==> config.mk <==
export PLATFORM = sky130hd
export DESIGN_NAME = sapc_port
export DESIGN_NICKNAME = d
export VERILOG_FILES = /design/src/include/sapc_pkg.sv /design/src/logic/sapc_sync.sv /design/src/logic/sapc_port.sv
export SDC_FILE = /design/constraint.sdc
export NUM_CORES = 1
export LEC_CHECK = 0
export BUFFER_PORTS_ARGS = -buffer_cell sky130_fd_sc_hd__buf_4
export CAP_MARGIN = 0
export CORE_ASPECT_RATIO = 1.2
export CORE_MARGIN = 2
export CORE_UTILIZATION = 28
export DETAILED_ROUTE_END_ITERATION = 8
export PLACE_DENSITY = 0.48
export SLEW_MARGIN = 20
export SYNTH_ARGS = -nofsm -noshare
export SYNTH_HDL_FRONTEND = slang
export SYNTH_HIERARCHICAL = 1
export SYNTH_SLANG_ARGS = --single-unit
==> constraint.sdc <==
create_clock -name mclk -period 2 [get_ports mclk]
set_input_delay 0.4 -clock mclk [delete_from_list [all_inputs] [get_ports mclk]]
set_output_delay 0.4 -clock mclk [all_outputs]
set_load 0.01 [all_outputs]
==> src/include/sapc_pkg.sv <==
// Purpose: shared constants for the converter control and output port
// Assumes: 20 MHz mclk
// Notes:   times in ns, cycle counts derived from the clock period
`default_nettype none
package sapc_pkg;
	localparam int          CLK_PERIOD_NS     = 50;
	localparam int          RESULT_WIDTH      = 16;
	// conversion time, rounded down to whole cycles
	localparam int          CONV_TIME_NS      = 3400;
	localparam int          CONV_CYCLES       = (CONV_TIME_NS / CLK_PERIOD_NS) < 1 ? 1 : (CONV_TIME_NS / CLK_PERIOD_NS);
	// data valid ahead of busy rising, rounded up
	localparam int          VALID_LEAD_NS     = 35;
	localparam int          VALID_LEAD_CYCLES = (VALID_LEAD_NS + CLK_PERIOD_NS - 1) / CLK_PERIOD_NS;
	localparam logic [15:0] RESULT_RESET      = 16'h0000;
	localparam logic [2:0]  SYNC_RESET        = 3'h7;
	typedef enum logic [1:0] {
		ST_IDLE,
		ST_CONVERT,
		ST_PRESENT
	} sapc_state_type;
endpackage
`default_nettype wire

==> src/logic/sapc_sync.sv <==
// Purpose: three-stage synchroniser with agreement filter for a pin input
// Assumes: input asynchronous to mclk
// Notes:   output changes once stages two and three agree
`timescale 1ns/100ps
`default_nettype none
module sapc_sync (
	input  wire logic mclk,
	input  wire logic rst,
	input  wire logic pin_in,
	output var  logic level_out
);
	import sapc_pkg::*;
	logic [2:0] sync_q;
	logic       level_q;
	wire        agree = (sync_q[1] == sync_q[2]);
	always_ff @(posedge mclk or posedge rst) begin
		if (rst) begin
			sync_q  <= SYNC_RESET;
			level_q <= 1'b1;
		end else begin
			sync_q <= {sync_q[1:0], pin_in};
			if (agree)
				level_q <= sync_q[2];
		end
	end
	assign level_out = level_q;
endmodule
`default_nettype wire

==> src/logic/sapc_port.sv <==
// Purpose: control and parallel result port of a 16-bit sampling converter
// Assumes: host drives select and read/convert asynchronously; core supplies the result sample
// Notes:   result bus enable is active low; busy is active low
`timescale 1ns/100ps
`default_nettype none
//////////////////////////////////////////////////////////////////////////////
// Notes on behaviour
// result bus floats when select high, read/convert low, or converting
// select falling with read/convert high and idle drives latest result
// select falling with read/convert low starts conversion only when idle
// busy goes low at conversion start, stays low until finished
// result is valid on the bus before busy rises
// host raises select or read/convert within 250ns of busy rising
// result is one 16-bit word in two's complement
// top output bit carries the msb, bottom output bit the lsb
// host allows 4.0us between conversion starts
// host drops read/convert at least 100ns before select
// host returns controls high early in the conversion, then static; the bench keeps select or read/convert low and once drops both again
// host treats busy rising as completion and waits acquisition time
module sapc_port #(
	parameter int CONV_CYC = sapc_pkg::CONV_CYCLES,
	parameter int LEAD_CYC = sapc_pkg::VALID_LEAD_CYCLES
) (
	input  wire logic                              mclk,
	input  wire logic                              rst,
	input  wire logic                              select_n,
	input  wire logic                              read_conv,
	input  wire logic [sapc_pkg::RESULT_WIDTH-1:0] sample_in,
	output var  logic                              busy_n,
	output var  logic                              conv_start,
	output var  logic [sapc_pkg::RESULT_WIDTH-1:0] result_out,
	output var  logic                              result_oe_n,
	output var  logic                              result_bit_top,
	output var  logic                              result_bit_bottom
);
	import sapc_pkg::*;

	//////////////////////////////////////////////////////////////////////////
	// pin synchronisers
	logic sel_s;
	logic rc_s;
	sapc_sync u_sel (
		.mclk      (mclk),
		.rst       (rst),
		.pin_in    (select_n),
		.level_out (sel_s)
	);
	sapc_sync u_rc (
		.mclk      (mclk),
		.rst       (rst),
		.pin_in    (read_conv),
		.level_out (rc_s)
	);
	//////////////////////////////////////////////////////////////////////////
	// state
	sapc_state_type              state_q;
	sapc_state_type              state_d;
	logic                        sel_prev_q;
	logic [15:0]                 cnt_q;
	logic [15:0]                 cnt_d;
	logic [RESULT_WIDTH-1:0]     result_q;
	logic [RESULT_WIDTH-1:0]     result_d;
	logic                        oe_n_q;
	logic                        oe_n_d;
	logic                        busy_n_q;
	logic                        busy_n_d;
	logic                        start_q;

	//////////////////////////////////////////////////////////////////////////
	// decode
	wire                         sel_fall    = sel_prev_q & ~sel_s;
	wire                         idle        = (state_q == ST_IDLE);
	wire                         in_convert  = (state_q == ST_CONVERT);
	wire                         in_present  = (state_q == ST_PRESENT);
	wire                         start_req   = sel_fall & ~rc_s & idle;
	wire                         read_req    = sel_fall & rc_s & idle;
	wire                         float_req   = sel_s | ~rc_s;
	wire                         read_window = ~sel_s & rc_s;
	wire                         cnt_last    = (cnt_q == 16'(CONV_CYC - 1));
	wire                         cnt_lead    = (cnt_q == 16'(CONV_CYC - 1 - LEAD_CYC));
	wire [15:0]                  cnt_inc     = cnt_q + 16'h0001;
	wire                         capture     = in_convert & cnt_lead;
	wire                         finish      = in_present & cnt_last;

	//////////////////////////////////////////////////////////////////////////
	// conversion control
	always_comb begin
		state_d  = state_q;
		cnt_d    = cnt_q;
		busy_n_d = busy_n_q;
		case (state_q)
			ST_IDLE: begin
				if (start_req) begin
					state_d  = ST_CONVERT;
					cnt_d    = 16'h0000;
					busy_n_d = 1'b0;
				end
			end

			ST_CONVERT: begin
				cnt_d = cnt_inc;
				if (capture) begin
					state_d = ST_PRESENT;
				end
			end

			ST_PRESENT: begin
				cnt_d = cnt_inc;
				if (finish) begin
					state_d  = ST_IDLE;
					busy_n_d = 1'b1;
				end
			end

			default: begin
				state_d  = ST_IDLE;
				busy_n_d = 1'b1;
			end
		endcase
	end

	//////////////////////////////////////////////////////////////////////////
	// result bus control
	always_comb begin
		result_d = result_q;
		oe_n_d   = oe_n_q;
		case (state_q)
			ST_IDLE: begin
				if (start_req | float_req) begin
					oe_n_d = 1'b1;
				end else if (read_req) begin
					oe_n_d = 1'b0;
				end
			end

			ST_CONVERT: begin
				oe_n_d = 1'b1;
				if (capture) begin
					result_d = sample_in;
					oe_n_d   = ~read_window;
				end
			end

			ST_PRESENT: begin
				oe_n_d = ~read_window;
			end

			default: begin
				oe_n_d = 1'b1;
			end
		endcase
	end

	//////////////////////////////////////////////////////////////////////////
	// registers
	always_ff @(posedge mclk or posedge rst) begin
		if (rst) begin
			state_q <= ST_IDLE;
		end else begin
			state_q <= state_d;
		end
	end

	always_ff @(posedge mclk or posedge rst) begin
		if (rst) begin
			sel_prev_q <= 1'b1;
		end else begin
			sel_prev_q <= sel_s;
		end
	end

	always_ff @(posedge mclk or posedge rst) begin
		if (rst) begin
			cnt_q <= 16'h0000;
		end else begin
			cnt_q <= cnt_d;
		end
	end

	always_ff @(posedge mclk or posedge rst) begin
		if (rst) begin
			result_q <= RESULT_RESET;
		end else begin
			result_q <= result_d;
		end
	end

	always_ff @(posedge mclk or posedge rst) begin
		if (rst) begin
			oe_n_q <= 1'b1;
		end else begin
			oe_n_q <= oe_n_d;
		end
	end

	always_ff @(posedge mclk or posedge rst) begin
		if (rst) begin
			busy_n_q <= 1'b1;
		end else begin
			busy_n_q <= busy_n_d;
		end
	end

	always_ff @(posedge mclk or posedge rst) begin
		if (rst) begin
			start_q <= 1'b0;
		end else begin
			start_q <= start_req;
		end
	end

	//////////////////////////////////////////////////////////////////////////
	// outputs
	assign busy_n            = busy_n_q;
	assign conv_start        = start_q;
	assign result_oe_n       = oe_n_q;
	assign result_bit_top    = result_q[RESULT_WIDTH-1];
	assign result_bit_bottom = result_q[0];

	// msb on the highest output, lsb on the lowest
	genvar gi;
	generate
		for (gi = 0; gi < RESULT_WIDTH; gi++) begin : g_bit
			assign result_out[gi] = result_q[gi];
		end
	endgenerate
endmodule
`default_nettype wire

==> impl_metrics.tcl <==
set metrics [dict create \
    post-route-util_pct 37.7 \
    track_usage_pct 11.2 \
    cts_setup_buffers 0 \
    p_per_area_nw_per_um2 836 \
    rsz0062_at_grt "true" \
    p_sw_share_pct 28.7 \
    tightest_slew_ns 0.524 \
    crit_path_end_kind "register" \
    cts_buffers 5 \
    required_ns 2.22 \
    peakVddDrop_v 0.000532 \
    nets 268 \
    avgSynthCellArea_sq_um 11.4 \
    dpl_cell_area_sq_um 2610 \
    ys_warn_count 6 \
    ios 41 \
    fmax_mhz 498 \
    drive_gt1_share_pct 41.6 \
    r2r_slack_ns -0.009 \
    failed_checks "setup timing" \
    final_max_slew_viol_count 0 \
    die_y_microns 99.0 \
    hold_violations 0 \
    cts_tree "built" \
    synth-edff-count 0 \
    clkLatencyLatePin_ns 0.30 \
    antenna_found_initial 0 \
    power.leakage_nw 1.20 \
    syn_to_final_growth_pct 30.1 \
    coreArea_sq_um 7270 \
    clock_power_share_pct 30.2 \
    worstSetupPathType "register to register" \
    syn_inst 184 \
    cts_buffer_depth 2 \
    num_antenna_cells 0 \
    dieArea_sq_um 8230 \
    worstPathMaxFanout 3 \
    critPathLaunchType "register" \
    dr.pass1.iters 4 \
    cp.arrival_ns 2.23 \
    cts_hold_buf 0 \
    combPwrFrac_pct 22.4 \
    grt-ovfl-total 0 \
    post-route-drc-count 0 \
    seq_area_frac_synth_pct 55.4 \
    seqPwrFrac_pct 47.4 \
    wire_per_inst_microns 13.3 \
    vias_per_cell 4.79 \
    finalSetupViolCount 1 \
    dieWidth_microns 83.1 \
    htree_levels 2 \
    vias 1595 \
    first_global_vias 1634 \
    fin_ws_ns -0.00894 \
    grt_pass1_wl_mm 7.62 \
    p_switching_mw 0.657 \
    dp_hpwl_mm 3.20 \
    period_share_pct 100 \
    skew_ns 0.0125 \
    finalInstanceArea_sq_um 2740 \
    clock-root-buffer "clkbuf_8" \
    netlist_area_sq_um 2100 \
    ys_types 38 \
    postSynth.asyncResetShare_pct 100 \
    rows 34 \
    syn_nets 210 \
    layout_commonest_cell "buf_4" \
    grt_max_degree 39 \
    cts.sinks 46 \
    ys_ff_latch 46 \
    portBuffers 40 \
    cts.clk_slew.worst_paths_ns 0.09 \
    drtIter0Drc 58 \
    final_cell_mix "56 x buf_4, 35 x dfrtp_1, 16 x mux2_2" \
    max_cap_violations 0 \
    route.antenna.remaining_nets 0 \
    drt-total-wl_mm 4.44 \
    ys.flop_type "dfrtp_1" \
    min_period_ns 2.01 \
    start_util_pct 28.9 \
    max_slew_margin_pct 64.6 \
    hold_class "primary input to asynchronous set/reset pin" \
    gp_congestion 0.794 \
    status "finished with violations" \
    internal-power_mw 1.63 \
]
path summary, 6_finish.rpt:
check | from | to | cells after the start
min | rst | u_sel/level_out | 2
min reg2reg | u_sel/sync_q[0] | u_sel/sync_q[1] | 0
min in group mclk | read_conv | u_rc/sync_q[0] | 1
max | sel_prev_q | cnt_q[15] | 4
max in group asynchronous | rst | result_oe_n | 3
max reg2reg | sel_prev_q | cnt_q[15] | 4
state kept, by name (all words and copies together) (netlist names), 2 cells and up:
signal	count
state_q	2
u_sel/sync_q	3
cnt_q	16
result_out	16
u_rc/sync_q	3
per-layer routing:
metal / routed length (microns) / track usage, %
met1: 2000 / 14.7
met2: 2250 / 18.7
met3: 145 / 2.18
met4: 42 / 3.28
met5: 0 / 0
cell usage after synthesis, drive strengths merged (6+ instances only):
| cell type | count | area share (%) |
|---|---|---|
| inv | 14 | 2.5 |
| nand2 | 13 | 2.3 |
| mux2 | 16 | 8.6 |
| dfstp | 11 | 14 |
| ha | 6 | 3.6 |
| dfrtp | 35 | 42 |
| o31ai | 6 | 2.1 |
| o21ai | 14 | 3.3 |
| a21oi | 9 | 2.1 |
| or3 | 8 | 2.4 |
timing repair:
item                                    4_1_cts  5_1_grt
gates resized for setup                       1        5
endpoints found under the setup margin        4        8
pin swaps                                     0        1
cell families (layout without fill, tap and decap cells):
kind of cell | count (synthesis) | count (layout) | share of synthesized area [%]
DFF | 46 | 46 | 55.4
muxes | 16 | 16 | 8.56
and+or+nand+nor | 51 | 51 | 13.6
buffers and inverters | 20 | 79 | 4.28
xor gates and xnor gates | 1 | 1 | 0.416
AOI/OAI and AO/OA | 42 | 42 | 13.2
adders and majority gates | 8 | 8 | 4.64
power groups by stage:
stage	logic, mW	registers (mW)	clock network, mW
after floorplan	0.277	1.11	0
after global placement	0.510	1.10	0
after detailed placement	0.509	1.10	0
after CTS	0.516	1.09	0.723
after global routing	0.570	1.10	0.758
final	0.513	1.08	0.692
critical path, stage by stage, from the launching register on:
cell and delay (ns):
dfstp_2 0.53, or3b_4 0.38, a2111o_1 0.41, or4_1 0.50
a21oi_2 0.12
metrics by stage:
step	worst slack (ns)	hold slack (ns)	total power, mW	instances	TNS [ns]
2_1_floorplan	-0.0571	0.345	1.39	184	-0.0571
3_3_place_gp	0.0395	0.346	1.61	325	0
3_5_place_dp	0.000752	0.348	1.61	325	0
4_1_cts	-0.00624	0.184	2.33	333	-0.00788
5_1_grt	-0.0753	0.184	2.43	333	-0.344
6_report	-0.00894	0.181	2.29	333	-0.00894
layout make-up:
cell class / instances / area [sq um]
fillers: 714 / 4540
flip-flops and latches: 46 / 1160
multi-input cells: 118 / 867
repair buffers: 57 / 432
well taps: 90 / 113
clock buffers: 6 / 72.6
inverters: 14 / 52.6
clock inverters: 2 / 37.5
No activity file was read; power rests on OpenSTA's default activity.
